File: config.mk
export PLATFORM = sky130hd
export DESIGN_NAME = rsc_reset_source_controller
export DESIGN_NICKNAME = d
export VERILOG_FILES = /design/src/rtl/rsc_pkg.sv /design/src/rtl/rsc_reset_source_controller.sv /design/src/rtl/rsc_delay_counter.sv
export SDC_FILE = /design/constraint.sdc
export NUM_CORES = 1
export LEC_CHECK = 0
export ABC_AREA = 1
export BUFFER_PORTS_ARGS = -buffer_cell sky130_fd_sc_hd__buf_2
export CAP_MARGIN = 20
export CORE_MARGIN = 5
export CORE_UTILIZATION = 49
export DETAILED_ROUTE_END_ITERATION = 10
export GPL_TIMING_DRIVEN = 0
export PLACE_DENSITY_LB_ADDON = 0.08
export SLEW_MARGIN = 20
export SYNTH_ARGS = -nofsm -noshare
export SYNTH_HDL_FRONTEND = slang
export SYNTH_SLANG_ARGS = --single-unit
File: constraint.sdc
create_clock -name mclk -period 1.6 [get_ports mclk]
set_input_delay 0.32 -clock mclk [delete_from_list [all_inputs] [get_ports mclk]]
set_output_delay 0.32 -clock mclk [all_outputs]
set_load 0.005 [all_outputs]
File: src/rtl/rsc_pkg.sv
package rsc_pkg;
  // register byte offsets
  localparam logic [3:0] OFS_PIN_FUNC = 4'h0;
  localparam logic [3:0] OFS_CAUSE = 4'h4;
  localparam logic [3:0] OFS_LEVEL = 4'h8;
  localparam logic [3:0] OFS_STATUS = 4'hC;

  // pin function codes
  localparam logic [7:0] PIN_CODE_IO = 8'h55;
  localparam logic [7:0] PIN_CODE_RESET = 8'hAA;
  localparam logic [7:0] PIN_FUNC_POR = 8'hAA;

  // brown-out level codes
  localparam logic [7:0] LVL_1V7 = 8'h66;
  localparam logic [7:0] LVL_1V9 = 8'h55;
  localparam logic [7:0] LVL_2V55 = 8'h33;
  localparam logic [7:0] LVL_3V15 = 8'h99;
  localparam logic [7:0] LVL_3V8 = 8'hAA;
  localparam logic [7:0] LVL_OFF = 8'hF0;
  localparam logic [7:0] LEVEL_POR = 8'h66;

  // reset cause flag positions
  localparam int CAUSE_PIN_FAULT = 3;
  localparam int CAUSE_LOW_VOLT = 2;
  localparam int CAUSE_LEVEL_FAULT = 1;
  localparam int CAUSE_WDT_FAULT = 0;
  localparam logic [3:0] CAUSE_POR = 4'h0;

  // timing
  localparam int unsigned CLK_PERIOD_NS = 100;
  localparam int unsigned CODE_FAULT_DELAY_NS = 45000;
  localparam int unsigned STARTUP_DELAY_NS = 1000000;
  localparam int unsigned BO_FILTER_TIME_NS = 120000;
  localparam int unsigned CODE_FAULT_CYCLES =
    (CODE_FAULT_DELAY_NS + CLK_PERIOD_NS - 1) / CLK_PERIOD_NS;
  localparam int unsigned STARTUP_CYCLES =
    (STARTUP_DELAY_NS + CLK_PERIOD_NS - 1) / CLK_PERIOD_NS;
  localparam int unsigned BO_FILTER_CYCLES =
    (BO_FILTER_TIME_NS + CLK_PERIOD_NS - 1) / CLK_PERIOD_NS;

  // bus responses
  localparam logic [1:0] RESP_OKAY = 2'b00;
  localparam logic [1:0] RESP_DECERR = 2'b11;

  typedef enum logic [1:0] {
    RSC_RUN = 2'b00,
    RSC_HOLD = 2'b01,
    RSC_START = 2'b10
  } rsc_seq_t;
endpackage

File: src/rtl/rsc_reset_source_controller.sv
module rsc_reset_source_controller #(
  parameter int unsigned CODE_FAULT_LEN = rsc_pkg::CODE_FAULT_CYCLES,
  parameter int unsigned STARTUP_LEN = rsc_pkg::STARTUP_CYCLES,
  parameter int unsigned BO_FILTER_LEN = rsc_pkg::BO_FILTER_CYCLES
) (
  // clock and power-on reset
  input wire logic mclk,
  input wire logic rst,
  // axi4-lite write
  input wire logic awvalid,
  output logic awready,
  input wire logic [3:0] awaddr,
  input wire logic wvalid,
  output logic wready,
  input wire logic [31:0] wdata,
  input wire logic [3:0] wstrb,
  output logic bvalid,
  input wire logic bready,
  output logic [1:0] bresp,
  // axi4-lite read
  input wire logic arvalid,
  output logic arready,
  input wire logic [3:0] araddr,
  output logic rvalid,
  input wire logic rready,
  output logic [31:0] rdata,
  output logic [1:0] rresp,
  // external reset pin and supply monitor
  input wire logic extNrstPin,
  input wire logic [4:0] supplyBelowLevel,
  // core side
  input wire logic lowPowerMode,
  input wire logic wdtWarmReset,
  input wire logic wdtCodeFault,
  output logic coreReset,
  output logic sharedPinOutputEnable,
  output logic resetPinSelected,
  output logic brownoutEnabled
);
  rsc_pkg::rsc_seq_t seqReg;
  logic [7:0] pinFuncReg;
  logic [7:0] levelReg;
  logic [3:0] causeReg;
  logic pinPrevReg;
  logic awHeldReg, wHeldReg;
  logic [3:0] awAddrReg;
  logic [7:0] wDataReg;
  logic wStrbReg;
  logic wrFire;
  logic running;
  logic pinFall;
  logic pinCodeBad, levelCodeBad;
  logic pinFaultDone, levelFaultDone;
  logic boRun, boDone, startDone;
  logic [2:0] levelSel;
  logic levelValid;
  logic anyTrigger;
  logic keepPinFunc, keepLevel;

  // ---------------- pin function decode
  assign pinCodeBad = (pinFuncReg != rsc_pkg::PIN_CODE_IO) &&
                      (pinFuncReg != rsc_pkg::PIN_CODE_RESET);
  assign sharedPinOutputEnable = (pinFuncReg == rsc_pkg::PIN_CODE_IO);
  // reset role wins over any other mux setting of the shared pin
  assign resetPinSelected = (pinFuncReg == rsc_pkg::PIN_CODE_RESET);

  // ---------------- brown-out level decode
  always_comb begin
    levelSel = 3'h0;
    levelValid = 1'b1;
    case (levelReg)
      rsc_pkg::LVL_1V7: levelSel = 3'h0;
      rsc_pkg::LVL_1V9: levelSel = 3'h1;
      rsc_pkg::LVL_2V55: levelSel = 3'h2;
      rsc_pkg::LVL_3V15: levelSel = 3'h3;
      rsc_pkg::LVL_3V8: levelSel = 3'h4;
      default: levelValid = 1'b0;
    endcase
  end
  assign levelCodeBad = !levelValid && (levelReg != rsc_pkg::LVL_OFF);
  assign brownoutEnabled = levelValid && !lowPowerMode;
  assign running = (seqReg == rsc_pkg::RSC_RUN);
  assign boRun = brownoutEnabled && running && supplyBelowLevel[levelSel];

  // ---------------- delay counters
  rsc_delay_counter #(.LEN(CODE_FAULT_LEN)) u_pin_fault (
    .mclk(mclk),
    .rst(rst),
    .run(pinCodeBad && running),
    .done(pinFaultDone)
  );
  rsc_delay_counter #(.LEN(CODE_FAULT_LEN)) u_level_fault (
    .mclk(mclk),
    .rst(rst),
    .run(levelCodeBad && running),
    .done(levelFaultDone)
  );
  rsc_delay_counter #(.LEN(BO_FILTER_LEN)) u_bo_filter (
    .mclk(mclk),
    .rst(rst),
    .run(boRun),
    .done(boDone)
  );
  rsc_delay_counter #(.LEN(STARTUP_LEN)) u_startup (
    .mclk(mclk),
    .rst(rst),
    .run(seqReg == rsc_pkg::RSC_START),
    .done(startDone)
  );

  // ---------------- reset sequencer
  always_ff @(posedge mclk) begin
    if (rst) begin
      pinPrevReg <= 1'b1;
    end else begin
      pinPrevReg <= extNrstPin;
    end
  end
  assign pinFall = pinPrevReg && !extNrstPin && resetPinSelected;
  assign anyTrigger = pinFaultDone || levelFaultDone || boDone || wdtWarmReset;

  always_ff @(posedge mclk) begin
    if (rst) begin
      seqReg <= rsc_pkg::RSC_START;
    end else begin
      case (seqReg)
        rsc_pkg::RSC_RUN: begin
          if (pinFall) begin
            seqReg <= rsc_pkg::RSC_HOLD;
          end else if (anyTrigger) begin
            seqReg <= rsc_pkg::RSC_START;
          end
        end
        rsc_pkg::RSC_HOLD: begin
          if (extNrstPin) begin
            seqReg <= rsc_pkg::RSC_START;
          end
        end
        rsc_pkg::RSC_START: begin
          if (startDone) begin
            seqReg <= rsc_pkg::RSC_RUN;
          end
        end
        default: seqReg <= rsc_pkg::RSC_START;
      endcase
    end
  end
  // core holds pc at zero and ports at all ones while this is high
  assign coreReset = !running;

  // ---------------- axi4-lite write path
  assign awready = !awHeldReg;
  assign wready = !wHeldReg;
  assign wrFire = awHeldReg && wHeldReg && !bvalid;

  always_ff @(posedge mclk) begin
    if (rst) begin
      awHeldReg <= 1'b0;
      awAddrReg <= 4'h0;
    end else if (awvalid && awready) begin
      awHeldReg <= 1'b1;
      awAddrReg <= awaddr;
    end else if (wrFire) begin
      awHeldReg <= 1'b0;
    end
  end

  always_ff @(posedge mclk) begin
    if (rst) begin
      wHeldReg <= 1'b0;
      wDataReg <= 8'h00;
      wStrbReg <= 1'b0;
    end else if (wvalid && wready) begin
      wHeldReg <= 1'b1;
      wDataReg <= wdata[7:0];
      wStrbReg <= wstrb[0];
    end else if (wrFire) begin
      wHeldReg <= 1'b0;
    end
  end

  always_ff @(posedge mclk) begin
    if (rst) begin
      bvalid <= 1'b0;
      bresp <= rsc_pkg::RESP_OKAY;
    end else if (wrFire) begin
      bvalid <= 1'b1;
      bresp <= (awAddrReg == rsc_pkg::OFS_STATUS || awAddrReg[1:0] != 2'b00 ||
                awAddrReg > rsc_pkg::OFS_STATUS) ? rsc_pkg::RESP_DECERR : rsc_pkg::RESP_OKAY;
    end else if (bready) begin
      bvalid <= 1'b0;
    end
  end

  // ---------------- control registers
  // watchdog warm reset leaves the pin function alone; brown-out leaves the level
  assign keepPinFunc = wdtWarmReset && !pinFall && !pinFaultDone && !levelFaultDone &&
                       !boDone;
  assign keepLevel = (boDone || wdtWarmReset) && !pinFall && !pinFaultDone &&
                     !levelFaultDone;

  always_ff @(posedge mclk) begin
    if (rst) begin
      pinFuncReg <= rsc_pkg::PIN_FUNC_POR;
    end else if (running && (pinFall || anyTrigger) && !keepPinFunc) begin
      pinFuncReg <= rsc_pkg::PIN_FUNC_POR;
    end else if (wrFire && wStrbReg && awAddrReg == rsc_pkg::OFS_PIN_FUNC) begin
      pinFuncReg <= wDataReg;
    end
  end

  always_ff @(posedge mclk) begin
    if (rst) begin
      levelReg <= rsc_pkg::LEVEL_POR;
    end else if (running && (pinFall || anyTrigger) && !keepLevel) begin
      levelReg <= rsc_pkg::LEVEL_POR;
    end else if (wrFire && wStrbReg && awAddrReg == rsc_pkg::OFS_LEVEL) begin
      levelReg <= wDataReg;
    end
  end

  // sticky causes: a set in the same cycle as a software clear wins
  always_ff @(posedge mclk) begin
    if (rst) begin
      causeReg <= rsc_pkg::CAUSE_POR;
    end else begin
      for (int i = 0; i < 4; i++) begin
        if (wrFire && wStrbReg && awAddrReg == rsc_pkg::OFS_CAUSE && !wDataReg[i]) begin
          causeReg[i] <= 1'b0;
        end
      end
      if (running && pinFaultDone) begin
        causeReg[rsc_pkg::CAUSE_PIN_FAULT] <= 1'b1;
      end
      if (running && boDone) begin
        causeReg[rsc_pkg::CAUSE_LOW_VOLT] <= 1'b1;
      end
      if (running && levelFaultDone) begin
        causeReg[rsc_pkg::CAUSE_LEVEL_FAULT] <= 1'b1;
      end
      if (wdtCodeFault) begin
        causeReg[rsc_pkg::CAUSE_WDT_FAULT] <= 1'b1;
      end
    end
  end

  // ---------------- axi4-lite read path
  assign arready = !rvalid;

  always_ff @(posedge mclk) begin
    if (rst) begin
      rvalid <= 1'b0;
      rdata <= 32'h0000_0000;
      rresp <= rsc_pkg::RESP_OKAY;
    end else if (arvalid && arready) begin
      rvalid <= 1'b1;
      rresp <= rsc_pkg::RESP_OKAY;
      case (araddr)
        rsc_pkg::OFS_PIN_FUNC: rdata <= {24'h00_0000, pinFuncReg};
        rsc_pkg::OFS_CAUSE: rdata <= {28'h000_0000, causeReg};
        rsc_pkg::OFS_LEVEL: rdata <= {24'h00_0000, levelReg};
        rsc_pkg::OFS_STATUS: rdata <= {27'h000_0000, brownoutEnabled, resetPinSelected,
                                       sharedPinOutputEnable, seqReg};
        default: begin
          rdata <= 32'h0000_0000;
          rresp <= rsc_pkg::RESP_DECERR;
        end
      endcase
    end else if (rready) begin
      rvalid <= 1'b0;
    end
  end

  // ---------------- checks
  a_pin_fall_reset: assert property (@(posedge mclk) disable iff (rst)
    running && pinFall |=> coreReset && seqReg == rsc_pkg::RSC_HOLD)
    else $error("pin fall did not reset core");
  a_pin_low_hold: assert property (@(posedge mclk) disable iff (rst)
    seqReg == rsc_pkg::RSC_HOLD && !extNrstPin |=> seqReg == rsc_pkg::RSC_HOLD)
    else $error("core left hold while pin low");
  a_pin_enable_map: assert property (@(posedge mclk) disable iff (rst)
    pinFuncReg == rsc_pkg::PIN_CODE_RESET |-> !sharedPinOutputEnable && resetPinSelected)
    else $error("reset code did not clear enable");
  a_pin_fault_flag: assert property (@(posedge mclk) disable iff (rst)
    running && pinFaultDone |=> causeReg[3] && seqReg == rsc_pkg::RSC_START &&
    pinFuncReg == rsc_pkg::PIN_FUNC_POR)
    else $error("pin code fault not handled");
  a_pin_fault_delay: assert property (@(posedge mclk) disable iff (rst)
    pinFaultDone |-> $past(pinCodeBad) && $past(running))
    else $error("pin fault fired without cause");
  a_cause_high_zero: assert property (@(posedge mclk) disable iff (rst)
    rvalid && $past(araddr) == rsc_pkg::OFS_CAUSE && $past(arvalid && arready)
    |-> rdata[31:4] == 28'h000_0000)
    else $error("cause upper bits not zero");
  a_bo_keep_level: assert property (@(posedge mclk) disable iff (rst)
    running && boDone && !pinFall && !pinFaultDone && !levelFaultDone
    |=> levelReg == $past(levelReg) && causeReg[2])
    else $error("brown-out changed level register");
  a_level_restore: assert property (@(posedge mclk) disable iff (rst)
    running && levelFaultDone |=> levelReg == rsc_pkg::LEVEL_POR && causeReg[1])
    else $error("level fault not restored");
  a_sleep_off: assert property (@(posedge mclk) disable iff (rst)
    lowPowerMode |-> !boRun && !brownoutEnabled)
    else $error("monitor active in low power");
  a_flag_sticky: assert property (@(posedge mclk) disable iff (rst)
    causeReg[2] && !(wrFire && awAddrReg == rsc_pkg::OFS_CAUSE) |=> causeReg[2])
    else $error("low voltage flag lost");
endmodule

File: src/rtl/rsc_delay_counter.sv
module rsc_delay_counter #(
  parameter int unsigned LEN = 1
) (
  // clock and reset
  input wire logic mclk,
  input wire logic rst,
  // control
  input wire logic run,
  output logic done
);
  localparam int CW = (LEN > 1) ? $clog2(LEN) : 1;

  logic [CW-1:0] countReg;

  // restarts from zero whenever run drops, so short dips are forgotten
  always_ff @(posedge mclk) begin
    if (rst || !run) begin
      countReg <= '0;
    end else if (!done) begin
      countReg <= countReg + 1'b1;
    end
  end

  assign done = run && (countReg == CW'(LEN - 1));
endmodule

# Word-level counts from Yosys, hierarchy flattened
# Cells that the tools add are included.
[word_totals]
reg_bits = 119
inputBits = 60
wordCells = 169
out_inout_bits = 45
[classes]
eq_ne = 25
addsub = 4
magnitude_cmp = 2
n_mux = 27
reduce_logical = 89
[op_table]
columns = ["cell", "count"]
rows = [
  ["$logic_and A1 B1 Y1", 39],
  ["$pmux W8 S4", 1],
  ["$eq A8 B7 Y1 const B", 3],
  ["$eq A8 B8 Y1 const B", 3],
  ["$logic_not A1 Y1", 22],
  ["$add A9 B1 Y9 const B", 2],
  ["$eq A9 B9 Y1 const B", 2],
  ["$reduce_bool A2 Y1", 9],
  ["$mux W1", 17],
  ["$eq A4 B4 Y1 const B", 4],
  ["$ne A8 B8 Y1 const B", 2],
  ["$add A14 B1 Y14 const B", 1],
  ["$eq A14 B14 Y1 const B", 1],
  ["$mux W2", 6],
  ["$pmux W3 S4", 1],
  ["$add A11 B1 Y11 const B", 1],
  ["$eq A11 B11 Y1 const B", 1],
  ["$logic_or A1 B1 Y1", 11],
  ["$eq A4 B3 Y1 const B", 2],
  ["$eq A8 B6 Y1 const B", 1],
  ["$logic_not A4 Y1", 2],
  ["$ne A8 B7 Y1 const B", 1],
  ["$pmux W2 S3", 1],
  ["$reduce_or A5 Y1", 1],
  ["other kinds (11)", 13],
]

# Logic depth before layout (Yosys ltp)
# Gate-level depths: netlist of the first run.
[logic_depth]
ltp_word = 14
depth_mapped = 15
ltp_nobuf = 15

# Hierarchy
# From an unflattened synthesis of the first run, not the netlist that was laid out.
[hier_totals]
hier_cells = 707
hier_area_um2 = 4968.5
[modules_own_cells]
columns = ["module", "n_inst", "seq_area_each_um2", "cells_per_inst", "area_per_inst_um2"]
rows = [
  ["rsc_reset_source_controller", 1, 1001.0, 357, 2526.2],
  ["rsc_delay_counter at u_level_fault ...", 2, 180.2, 76, 519.2],
  ["rsc_delay_counter at u_startup", 1, 280.3, 103, 723.2],
  ["rsc_delay_counter at u_bo_filter", 1, 220.2, 95, 680.7],
]

# Worst setup path after synthesis of the first run
# Ideal clock, no wire load.
[synth_path]
path_kind = "register to register"
from = "reg levelReg[4]"
to = "reg pinFuncReg[2]"
path_slack_ns = 0.056
n_path_buf = 0
stages_incl_launch_ff = 14
period_less_slack_ns = 1.544
arrival_time_ns = 1.424
required_time_ns = 1.480
setup_time_ns = 0.120
cell_sequence = "dfxtp_1 nand2_1 nor2_4 nand2_2 nand2_2 nor2_2 nand2_4 nand3_2 nor2_4 nand3_4 nand2_1 nand2_2 nand2_4 a21oi_1"
[synth_between]
elab_chain_cells = 14
word_cells_on_any_way = 31
classes_between = "eq/ne: 6; mux: 4; reduce/logical: 21"
[synth_rtl]
columns = ["item", "line_no", "text"]
rows = [
  ["from (decl)", "rsc_reset_source_controller.sv:42", "logic [7:0] levelReg;"],
  ["from (signal assigned)", "rsc_reset_source_controller.sv:214", "levelReg <= rsc_pkg::LEVEL_POR;"],
  ["from (signal assigned)", "rsc_reset_source_controller.sv:216", "levelReg <= rsc_pkg::LEVEL_POR;"],
  ["from (signal assigned)", "rsc_reset_source_controller.sv:218", "levelReg <= wDataReg;"],
  ["branches (longest 12 deep; another with $eq A8 B8 Y1)", "--", ""],
  ["$logic_and A1 B1 Y1 *", "rsc_reset_source_controller.sv:205", "end else if (running && (pinFall || anyTrigger) && !keepPinFunc) begin"],
  ["$reduce_or A2 Y1 (no line) *", "--", ""],
  ["to (signal assigned)", "rsc_reset_source_controller.sv:204", "pinFuncReg <= rsc_pkg::PIN_FUNC_POR;"],
  ["to (signal assigned)", "rsc_reset_source_controller.sv:206", "pinFuncReg <= rsc_pkg::PIN_FUNC_POR;"],
  ["to (signal assigned)", "rsc_reset_source_controller.sv:208", "pinFuncReg <= wDataReg;"],
  ["to (decl)", "rsc_reset_source_controller.sv:41", "logic [7:0] pinFuncReg;"],
]
# Every way passes the cells marked *. The select of a mux whose other input is x is not followed.
# A chain may end at the register's enable or synchronous reset.

# Worst setup path in the final report of the first run
[layout_path]
from = "reg levelReg[5]"
to = "out brownoutEnabled"
[layout_between]
elab_chain_cells = 4
word_cells_on_any_way = 8
classes_between = "eq/ne: 5; mux: 1; reduce/logical: 2"
[layout_rtl]
columns = ["item", "line_no", "text"]
rows = [
  ["$eq A8 B8 Y1 (tied with other cells)", "rsc_reset_source_controller.sv:71", "case (levelReg)"],
  ["$reduce_or A5 Y1 (no line) *", "--", ""],
  ["$mux W1 *", "rsc_reset_source_controller.sv:71", ""],
  ["$logic_and A1 B1 Y1 *", "rsc_reset_source_controller.sv:81", "assign brownoutEnabled = levelValid && !lowPowerMode;"],
  ["to (decl)", "rsc_reset_source_controller.sv:38", "output logic brownoutEnabled"],
]
# Mark *: on every way between the ends. The rest lies on a longest branch, timed or not.

==> key figures, run 1 <==
Status
  • Status: finished, violations left
  • Failing checks: setup timing

Finish
  • Register area: 1930 um2
  • Layout area overhead: 30.5%
  • Multi-input gate area: 2620 um2
  • Most frequent cells in the layout: nand2_1 (98), nor2_1 (65), dfxtp_1 (65)
  • NumNets Final: 841
  • Most common cell after layout, fill and taps aside: nand2_1
  • ANT cells: 0
  • Share of cells above drive strength 1: 0.351
  • Fin cells: 909
  • Fill cells: 805

Clock network
  • CTS tree: done
  • H-tree levels: 3
  • Clock Pin Slew Worst Setup and Hold Paths: 0.09 ns
  • Worst-Skew Late Latency: 0.37 ns
  • Clock Sinks: 93
  • CTS Buf Count: 9
  • # hold bufs at CTS: 0
  • Clock root buffer: clkbuf_8
  • Max Root-Sink Buffers: 2

Critical path
  • Worst path arrival time: 1.54 ns
  • Critical path class: flip-flop to primary output
  • Critical Path RT: 1.28 ns
  • Max FO, Critical Path: 4
  • Nature of the critical path endpoint: primary output
  • CP Launch Type: flip-flop

Global route
  • Initial antenna violation count: 0
  • Tot GR Track Use: 0.196
  • First-pass GRT wire length: 18300 um
  • Pin count of the biggest net entering global routing: 17
  • Vias in the first global route: 4066
  • GRT Residual Overflow: 0

Timing
  • Final Max Slew Viols: 0
  • Max Clock Skew: 0.00979 ns
  • Final Hold Vio Count: 0
  • Fin crit period: 1.86 ns
  • Post-route setup slack: -0.257 ns
  • Worst Tran Pin Value: 0.547 ns
  • Setup_tns: -3.61 ns
  • Setup violations, final: 30
  • RSZ-0062 raised after global routing: yes
  • Relative slew margins: 0.636
  • Period utilization: 1.16
  • Fmax: 0.539 GHz

Floorplanning
  • Core area: 9240 um2
  • Die Footprint: 11500 um2
  • Io pins: 105
  • # rows: 35
  • Die Ht: 107 um
  • Die width: 107 um
  • Initial Util: 0.503

Logic synthesis
  • Synth Register Bits: 93
  • Yosys warning count: 0
  • Post-synth ARST share: 0
  • Primary FF master, synth: dfxtp_1
  • Seq/Total Area, Yosys: 0.401
  • Post-synth EDFFs: 0
  • Syn Area/Cell: 7.12 um2
  • Number of distinct library cells after synthesis: 40
  • Netlist Area Pre-Place: 4650 um2
  • Syn Inst Count: 653

Detailed routing
  • Initial DRC Count: 216
  • WL/cell: 12.8 um
  • Total Routed Length: 11700 um
  • Vias per cell: 4.94
  • Final ANT Viol Nets: 0
  • Pre-antenna DRT Iters: 5
  • Vias: 4494
  • Drt drc: 0

Pwr
  • Peak supply drop: 0.000544 V
  • Clock share of power: 0.365
  • LEAKAGE: 2.61 nW
  • Gate power share: 0.092
  • Total power: 4.40 mW
  • Net Sw Frac: 0.260
  • Cell Pwr Density: 725 nW/um2
  • Internal: 3.25 mW
  • Psw: 1.14 mW
  • Sequential Power Share: 0.544

Placement
  • Pre-CTS setup slack: -0.304 ns
  • DP Wirelength: 8240 um
  • Dpl cells: 857
  • Number of port buffers: 52
  • Final estimated routing congestion in global placement: 0.925

Flow run
  • Max-cap violations: 0

Worst hold path
  • HP Class: primary input to flip-flop
-- layer usage --
metal,GRT usage,wire (um),share of wire,vias up
li1,-,-,-,2326
met1,0.260,5310,0.46,2050
met2,0.325,5560,0.48,109
met3,0.0480,690,0.059,9
met4,0.0406,99,0.0085,0
met5,0,0,0,-
-- worst paths after layout --
path                     start         endpoint  slack (ns)  cells after the start
setup / recovery   levelReg[5]  brownoutEnabled       -0.26                     10
hold / removal    wdtCodeFault      causeReg[0]        0.16                      3
hold reg to reg       rdata[6]         rdata[6]        0.47                      2
setup reg to reg   levelReg[1]    pinFuncReg[3]       -0.24                     16
-- sequential cells by signal, summed over array words and instances (netlist names), 2 cells and up --
register,count
u_startup.countReg,14
wDataReg,8
u_bo_filter.countReg,11
u_level_fault.countReg,9
causeReg,4
rdata,8
awAddrReg,4
seqReg,2
pinFuncReg,8
u_pin_fault.countReg,9
levelReg,8
-- through the flow --
stage	hold WS (ns)	utilization	cell area [um2]
floorplan	0.429	-	4730
global placement	0.456	0.558	5150
detailed placement	0.458	0.558	5150
CTS	0.151	0.617	5700
global route	0.173	0.656	6070
finish	0.155	0.656	6070
-- logic make-up (layout without fill, tap and decap cells) --
| kind of cell | count (synthesis) | after routing | synth area share |
|---|---|---|---|
| DFF | 93 | 93 | 0.401 |
| xor gates and xnor gates | 11 | 11 | 0.0207 |
| AOI/OAI and AO/OA | 109 | 109 | 0.124 |
| adders and majority gates | 6 | 6 | 0.0162 |
| buffers and inverters | 125 | 229 | 0.122 |
| other | 1 | 24 | 0.000807 |
| muxes | 3 | 3 | 0.00646 |
| and+or+nand+nor | 305 | 305 | 0.309 |
-- power groups by stage --
stage	clock, mW	sequential, mW	combinational, mW
final	1.60	2.39	0.402
after global routing	1.73	2.40	0.453
after CTS	1.62	2.40	0.370
after detailed placement	0	2.46	0.342
after global placement	0	2.45	0.336
after floorplan	0	2.45	0.230
-- cell type report --
cell class	count	area share
multi-input combinational	458	0.433
sequential	93	0.318
timing repair buffer	88	0.0924
inverter	91	0.0592
buffer	34	0.0386
tap	129	0.0266
clock buffer	9	0.0204
clock inverter	7	0.0122
-- Yosys cell counts, types with 3 or more instances --
library cell | instances | area, um2
a21oi_1 | 51 | 255
a31oi_1 | 3 | 18.8
buf_4 | 26 | 195
clkbuf_1 | 7 | 26.3
dfxtp_1 | 93 | 1860
ha_1 | 6 | 75.1
inv_1 | 84 | 315
inv_2 | 7 | 26.3
mux2i_1 | 3 | 30.0
nand2_1 | 118 | 443
nand2_2 | 5 | 31.3
nand3_1 | 34 | 170
nand4_1 | 20 | 125
nor2_1 | 79 | 297
nor2_4 | 5 | 56.3
nor3_1 | 15 | 75.1
nor3b_1 | 4 | 30.0
nor4_1 | 3 | 18.8
o21ai_0 | 38 | 190
o22ai_1 | 8 | 50.1
or2_2 | 7 | 43.8
xnor2_1 | 4 | 35.0
xor2_1 | 7 | 61.3
-- worst max-delay path, stage by stage, from the launching register on --
cell	delay (ns)
dfxtp_4	0.38
buf_6	0.12
nand2_4	0.05
nor2_2	0.04
nand2_2	0.09
nand2_4	0.07
nor2_4	0.12
nand2_4	0.07
nand2_2	0.08
inv_2	0.04
buf_6	0.10
-- repair_timing --
| action | 4_1_cts | 5_1_grt |
|---|---|---|
| gates cloned | 0 | 0 |
| setup endpoints to repair | 47 | 59 |
| resized for setup | 78 | 83 |
| buffers inserted | 21 | 16 |
| pin swaps | 16 | 35 |
(Power assumes the default switching activity.)
==> run 2, diff against run 1 <==
Settings changed: CORE_UTILIZATION 49 to 50, SYNTH_HIERARCHICAL set to 1.
==> run 2 against run 1 <==
The run still ends with setup timing left. Critical path depth grew 4. Clock power grew 9%. Combinational power shrank 9.5%. Area after synthesis grew 6.9%. Critical endpoint is now seqReg[1]. Largest power group unchanged.
==> key figures, run 2 <==
Finish
  • Largest registers: u_startup/countReg (14), u_bo_filter/countReg (11)
  • Fin cells: 958 (+5.4%)
  • Layout area overhead: 25.0%
  • ANT cells: 0 (unchanged)
  • Most common cell after layout, fill and taps aside: nand2_1
  • Flip-flop count of the largest register after layout: 14 (unchanged)
  • Most frequent cells in the layout: nand2_1 (119), inv_1 (83), dfxtp_1 (83)
  • NumNets Final: 886 (+5.4%)
  • Final Util: 0.639 (-0.0180)
  • Share of cells above drive strength 1: 0.315 (-0.0361)
  • Most flop-heavy register: u_startup/countReg

Floorplanning
  • Core area: 9730 um2 (+5.3%)
  • Die Ht: 110 um (+2.1%)
  • Io pins: 105 (unchanged)
  • Initial Util: 0.511 (+0.00776)
  • # rows: 36 (+2.9%)
  • Die width: 110 um (+2.1%)
  • Die Footprint: 12000 um2 (+4.3%)

Flow run
  • Max-cap violations: 0 (unchanged)

Global route
  • Vias in the first global route: 4363 (+7.3%)
  • Initial antenna violation count: 0 (unchanged)
  • First-pass GRT wire length: 19700 um (+7.4%)
  • Pin count of the biggest net entering global routing: 17 (unchanged)
  • GRT Residual Overflow: 0 (unchanged)
  • Tot GR Track Use: 0.207 (+0.0111)

Critical path
  • Critical path class: flip-flop to flip-flop
  • CP Cell Sequence: inv_4, nand4_1, nor2_2, nor2_4, a21oi_2, nand3_2, nor2_4, nand3_1, nor4_4, buf_4, nor3_2, nand3_1, nand4_1, nand3_1
  • CP Launch Type: flip-flop
  • Nature of the critical path endpoint: flip-flop
  • Slowest stage cell, crit path: dfxtp_4
  • CP dominant cell by count: nand3_1
  • Max incr delay on CP: 0.39 ns (about the same)
  • Worst reg-to-reg setup slack: -0.76 ns (-0.52 ns)
  • Critical Path RT: 1.91 ns (+0.63 ns)
  • Worst path arrival time: 2.67 ns (+1.13 ns)
  • Max FO, Critical Path: 4 (unchanged)

Placement
  • DP Wirelength: 9240 um (+12%)
  • Dpl cells: 916 (+6.9%)
  • Final estimated routing congestion in global placement: 0.838 (-9.3%)
  • Number of port buffers: 53 (+1.9%)

Timing
  • Final Hold Vio Count: 0 (unchanged)
  • Max Clock Skew: 0.0152 ns (+0.00538 ns)
  • Period utilization: 1.47 (+0.313)
  • Setup_tns: -21.46 ns (-17.85 ns)
  • Post-route setup slack: -0.757 ns (-0.500 ns)
  • Final Max Slew Viols: 0 (unchanged)
  • Setup violations, final: 42 (+40%)
  • Fin crit period: 2.36 ns (+0.500 ns)
  • Worst Tran Pin Value: 0.568 ns (+0.0214 ns)
  • RSZ-0062 raised after global routing: yes
  • Relative slew margins: 0.621 (-0.0143)
  • Fmax: 0.424 GHz (-21%)
  • Worst Hold Slack: 0.173 ns (+0.0176 ns)

Detailed routing
  • Vias: 4720 (+5.0%)
  • WL/cell: 12.8 um (-0.30%)
  • Final ANT Viol Nets: 0 (unchanged)
  • Drt drc: 0 (unchanged)
  • Vias per cell: 4.93 (-0.34%)
  • Initial DRC Count: 186 (-14%)
  • Pre-antenna DRT Iters: 4 (-1)
  • Total Routed Length: 12300 um (+5.1%)

Logic synthesis
  • Synth area leader: dfxtp_1
  • Syn Area/Cell: 7.03 um2 (-1.2%)
  • Yosys warning count: 6 (+6)
  • Seq/Total Area, Yosys: 0.375 (-0.0259)
  • Area share of the largest cell type after synthesis: 0.375 (-0.0259)
  • Synth top area cells: dfxtp_1 (37%), nand2_1 (9.7%), inv_1 (7.4%), nor2_1 (6.8%), a21oi_1 (6.1%)
  • Synth Register Bits: 93 (unchanged)
  • Netlist Area Pre-Place: 4970 um2 (+6.9%)
  • Post-synth ARST share: 0 (unchanged)
  • Most frequent cell after synthesis: nand2_1
  • Synth cell count leaders: nand2_1 (128), inv_1 (98), dfxtp_1 (93)
  • Number of distinct library cells after synthesis: 37 (-7.5%)
  • Syn Inst Count: 707 (+8.3%)
  • Post-synth EDFFs: 0 (unchanged)
  • Primary FF master, synth: dfxtp_1

Clock network
  • Clock root buffer: clkbuf_8
  • Worst-Skew Late Latency: 0.37 ns (about the same)
  • # hold bufs at CTS: 0 (unchanged)
  • CTS Buf Count: 9 (unchanged)
  • Clock Pin Slew Worst Setup and Hold Paths: 0.10 ns (about the same)
  • CTS tree: done
  • Max Root-Sink Buffers: 2 (unchanged)
  • H-tree levels: 3 (unchanged)
  • Clock Sinks: 93 (unchanged)

Status
  • Failing checks: setup timing
  • Status: finished, violations left

Pwr
  • Cell Pwr Density: 726 nW/um2 (+0.23%)
  • LEAKAGE: 2.55 nW (-2.5%)
  • Peak supply drop: 0.000577 V (+6.1%)

Worst hold path
  • HP Class: primary input to flip-flop
## run 2: logic make-up (layout without fill, tap and decap cells)
| kind of cell | after synthesis | after routing | synth area share |
|---|---|---|---|
| simple gates | 324 | 324 | 0.322 |
| buf+inv | 151 | 246 | 0.138 |
| compound gates | 124 | 124 | 0.135 |
| flops | 93 | 93 | 0.375 |
| fa+ha+maj | 6 | 6 | 0.0151 |
| xor+xnor | 5 | 5 | 0.00882 |
| mux | 3 | 3 | 0.00604 |
| other cells | 1 | 24 | 0.000755 |
## run 2: layer usage
layer | part of all wire | GRT usage | vias to the layer above
met2 | 0.47 | 0.343 | 98
met1 | 0.46 | 0.268 | 2145
met4 | 0.019 | 0.0641 | 0
met3 | 0.050 | 0.0482 | 19
met5 | 0 | 0 | -
li1 | - | - | 2458
## run 2: cell type report
cell class                      count  area [um2]
Buffer                             34         245
Sequential cell                    93        1890
Tap cell                          133         166
Multi-Input combinational cell    486        2740
Timing Repair Buffer               79         482
Clock inverter                      6        93.8
Inverter                          117         464
Fill cell                         904        3520
Clock buffer                       10         128
## run 2: final timing paths
| check | cells after the start | start | endpoint |
|---|---|---|---|
| max | 14 | levelReg[7] | seqReg[1] |
| min | 3 | wdata[6] | wDataReg[6] |
| max reg2reg | 14 | levelReg[7] | seqReg[1] |
| min reg2reg | 2 | rdata[4] | rdata[4] |
## run 2: stage by stage
stage / power [mW] / cell area (um2) / setup WS [ns]
after global placement: 2.79 / 5540 / -0.869
after detailed placement: 2.80 / 5540 / -0.896
after floorplan: 2.67 / 5100 / -0.402
after CTS: 4.53 / 5920 / -0.646
final: 4.51 / 6210 / -0.757
after global routing: 4.70 / 6210 / -0.872
## run 2: repair_timing
item | 4_1_cts | 5_1_grt
gates resized for setup | 29 | 53
setup endpoints to repair | 52 | 57
pin swaps | 13 | 25
setup buffers | 9 | 19
endpoints found under the hold margin | 0 | 0
## run 2: where the power goes
part,internal [mW],switching [mW],total (mW)
Sequential,2.35,0.0437,2.40
Combinational,0.156,0.208,0.364
Clock,0.895,0.857,1.75
Total,3.40,1.11,4.51
## run 2: critical path, delay by kind of cell, from the launching register on
kind                   cells  cell delay [ns]
AOI/OAI and AO/OA          1             0.19
buffers and inverters      2             0.24
and+or+nand+nor           11             1.49
DFF                        1             0.39
==> run 3, diff against run 2 <==
Settings changed: RECOVER_POWER set to 50.
==> run 3 against run 2 <==
The run still ends with setup timing left. Final cell count stayed put. Register-to-register slack hardly changed. Critical path depth stayed put. Sequential cell count stayed put. Final area is 0.18% lower. Global-route usage stayed put. Clock-buffer cell count stayed put. Sequential power hardly changed. Via count hardly changed. Largest cell class unchanged. Largest power group unchanged. Highest routed layer unchanged.
==> key figures, run 3 (synthesis gave the netlist of run 2 again) <==
Pwr
  • Sequential Power Share: 0.531 (about the same)
  • Internal: 3.40 mW (about the same)
  • Gate power share: 0.080 (about the same)
  • LEAKAGE: 2.52 nW (-1.3%)
  • Psw: 1.11 mW (about the same)
  • Cell Pwr Density: 727 nW/um2 (+0.11%)
  • Total power: 4.51 mW (about the same)
  • Net Sw Frac: 0.246 (about the same)
  • Peak supply drop: 0.000577 V (about the same)
  • Clock share of power: 0.389 (about the same)

Finish
  • Most frequent cells in the layout: nand2_1 (119), inv_1 (85), dfxtp_1 (83)
  • Largest registers: u_startup/countReg (14), u_bo_filter/countReg (11)
  • Most common cell after layout, fill and taps aside: nand2_1
  • Fin cells: 958 (unchanged)
  • NumNets Final: 886 (unchanged)
  • Share of cells above drive strength 1: 0.302 (-0.0133)
  • ANT cells: 0 (unchanged)
  • Layout area overhead: 24.8%
  • Cell area after layout: 6200 um2 (-0.18%)
  • Most flop-heavy register: u_startup/countReg
  • Fill cells: 913 (+1.0%)
  • Flip-flop count of the largest register after layout: 14 (unchanged)

Placement
  • Dpl cells: 916 (unchanged)
  • Pre-CTS setup slack: -0.896 ns (unchanged)
  • DP Wirelength: 9240 um (unchanged)
  • Number of port buffers: 53 (unchanged)
  • Placed Area: 5540 um2 (unchanged)
  • Final estimated routing congestion in global placement: 0.838 (unchanged)

Global route
  • Tot GR Track Use: 0.207 (unchanged)
  • Initial antenna violation count: 0 (unchanged)
  • First-pass GRT wire length: 19700 um (unchanged)
  • Vias in the first global route: 4363 (unchanged)
  • GRT Residual Overflow: 0 (unchanged)
  • Pin count of the biggest net entering global routing: 17 (unchanged)

Floorplanning
  • Core area: 9730 um2 (unchanged)
  • # rows: 36 (unchanged)
  • Io pins: 105 (unchanged)
  • Initial Util: 0.511 (unchanged)
  • Die width: 110 um (unchanged)
  • Die Footprint: 12000 um2 (unchanged)
  • Die Ht: 110 um (unchanged)

Worst hold path
  • HP Class: primary input to flip-flop
  • Hold path start: wdata[6]
  • Hold path depth: 3 (unchanged)
  • Min-Delay Endpoint: wDataReg[6]

Status
  • Failing checks: setup timing
  • Status: finished, violations left

Critical path
  • Slowest stage cell, crit path: dfxtp_4
  • Worst reg-to-reg setup slack: -0.76 ns (about the same)
  • CP Cell Sequence: inv_4, nand4_1, nor2_2, nor2_4, a21oi_2, nand3_2, nor2_4, nand3_1, nor4_4, buf_4, nor3_2, nand3_1, nand4_1, nand3_1
  • Worst path arrival time: 2.67 ns (about the same)
  • Critical path class: flip-flop to flip-flop
  • CP bufs+invs: 2 (unchanged)
  • CP dominant cell by count: nand3_1
  • Cell family with most CP delay: simple AND/OR/NAND/NOR gates
  • Nature of the critical path endpoint: flip-flop
  • R2r worst-path depth: 14 (unchanged)
  • Critical Path RT: 1.91 ns (about the same)
  • Worst R2R Start: levelReg[7]
  • Max incr delay on CP: 0.39 ns (about the same)
  • CP Launch Type: flip-flop
  • Reg2reg end: seqReg[1]
  • Max FO, Critical Path: 4 (unchanged)

Clock network
  • # hold bufs at CTS: 0 (unchanged)
  • Clock root buffer: clkbuf_8
  • Clock Pin Slew Worst Setup and Hold Paths: 0.10 ns (about the same)
  • Clock Sinks: 93 (unchanged)
  • H-tree levels: 3 (unchanged)
  • CTS Buf Count: 9 (unchanged)
  • Worst-Skew Late Latency: 0.37 ns (about the same)
  • CTS tree: done
  • Max Root-Sink Buffers: 2 (unchanged)

Timing
  • Fmax: 0.424 GHz (about the same)
  • Period utilization: 1.47 (about the same)
  • Relative slew margins: 0.621 (about the same)
  • Max Clock Skew: 0.0152 ns (+0.0000165 ns)
  • RSZ-0062 raised after global routing: yes
  • Worst Tran Pin Value: 0.568 ns (+0.000452 ns)
  • Post-route setup slack: -0.758 ns (-0.00152 ns)
  • Setup violations, final: 42 (unchanged)
  • Final Max Slew Viols: 0 (unchanged)
  • Final Hold Vio Count: 0 (unchanged)
  • Fin crit period: 2.36 ns (+0.00152 ns)

Detailed routing
  • Total Routed Length: 12300 um (+0.15%)
  • Vias per cell: 4.93 (about the same)
  • Vias: 4721 (+0.021%)
  • Final ANT Viol Nets: 0 (unchanged)
  • Initial DRC Count: 190 (+2.2%)
  • WL/cell: 12.8 um (+0.15%)
  • Pre-antenna DRT Iters: 4 (unchanged)
  • Drt drc: 0 (unchanged)

Flow run
  • Max-cap violations: 0 (unchanged)
-- run 3: worst reg2reg max path, delay by kind of cell (launching register included) --
family / cells / cell delay (ns)
AND/OR/NAND/NOR: 11 / 1.49
flip-flops: 1 / 0.39
buffers and inverters: 2 / 0.24
AO/OA/AOI/OAI: 1 / 0.19
-- run 3: power groups by stage --
stage / Clock [mW] / Sequential [mW] / Combinational [mW]
floorplan: 0 / 2.45 / 0.220
global placement: 0 / 2.46 / 0.328
detailed placement: 0 / 2.46 / 0.334
CTS: 1.79 / 2.40 / 0.343
global route: 1.89 / 2.40 / 0.405
finish: 1.75 / 2.40 / 0.361
-- run 3: area by class of cell --
| cell class | count | area [um2] | area share |
|---|---|---|---|
| Buffer | 34 | 245 | 0.0395 |
| Multi-Input combinational cell | 486 | 2740 | 0.442 |
| Inverter | 117 | 464 | 0.0749 |
| Clock buffer | 10 | 128 | 0.0206 |
| Clock inverter | 6 | 93.8 | 0.0151 |
| Sequential cell | 93 | 1890 | 0.305 |
| Tap cell | 133 | 166 | 0.0268 |
| Timing Repair Buffer | 79 | 470 | 0.0759 |
-- run 3: layer usage --
metal  global-route usage  vias to the layer above  wire (um)  part of all wire
met5                    0                        -          0                 0
met4               0.0641                        0        231             0.019
met3               0.0482                       19        604             0.049
met2                0.343                       97       5770              0.47
met1                0.268                     2147       5670              0.46
li1                     -                     2458          -                 -
-- run 3: worst max-delay path by stage --
| stage | startpoint | to | depth (start not counted) |
|---|---|---|---|
| 5_1_grt | levelReg[7] | pinFuncReg[3] | 18 |
| 3_5_place_dp | levelReg[1] | pinFuncReg[5] | 20 |
| 4_1_cts | levelReg[3] | pinFuncReg[5] | 18 |
| 3_3_place_gp | seqReg[0] | pinFuncReg[1] | 15 |
| 6_report | levelReg[7] | seqReg[1] | 14 |
| 2_1_floorplan | levelReg[1] | pinFuncReg[3] | 20 |
-- run 3: timing repair --
| action | 4_1_cts | 5_1_grt |
|---|---|---|
| setup buffers | 9 | 19 |
| endpoints found under the setup margin | 52 | 57 |
| pin swaps | 13 | 25 |
| gates resized for setup | 29 | 53 |
-- run 3: stage by stage --
stage / hold WS, ns / utilization / TNS, ns
finish: 0.173 / 0.637 / -21.50
global placement: 0.454 / 0.569 / -25.51
global route: 0.159 / 0.637 / -25.86
floorplan: 0.437 / - / -5.77
detailed placement: 0.457 / 0.569 / -26.71
CTS: 0.160 / 0.609 / -15.15
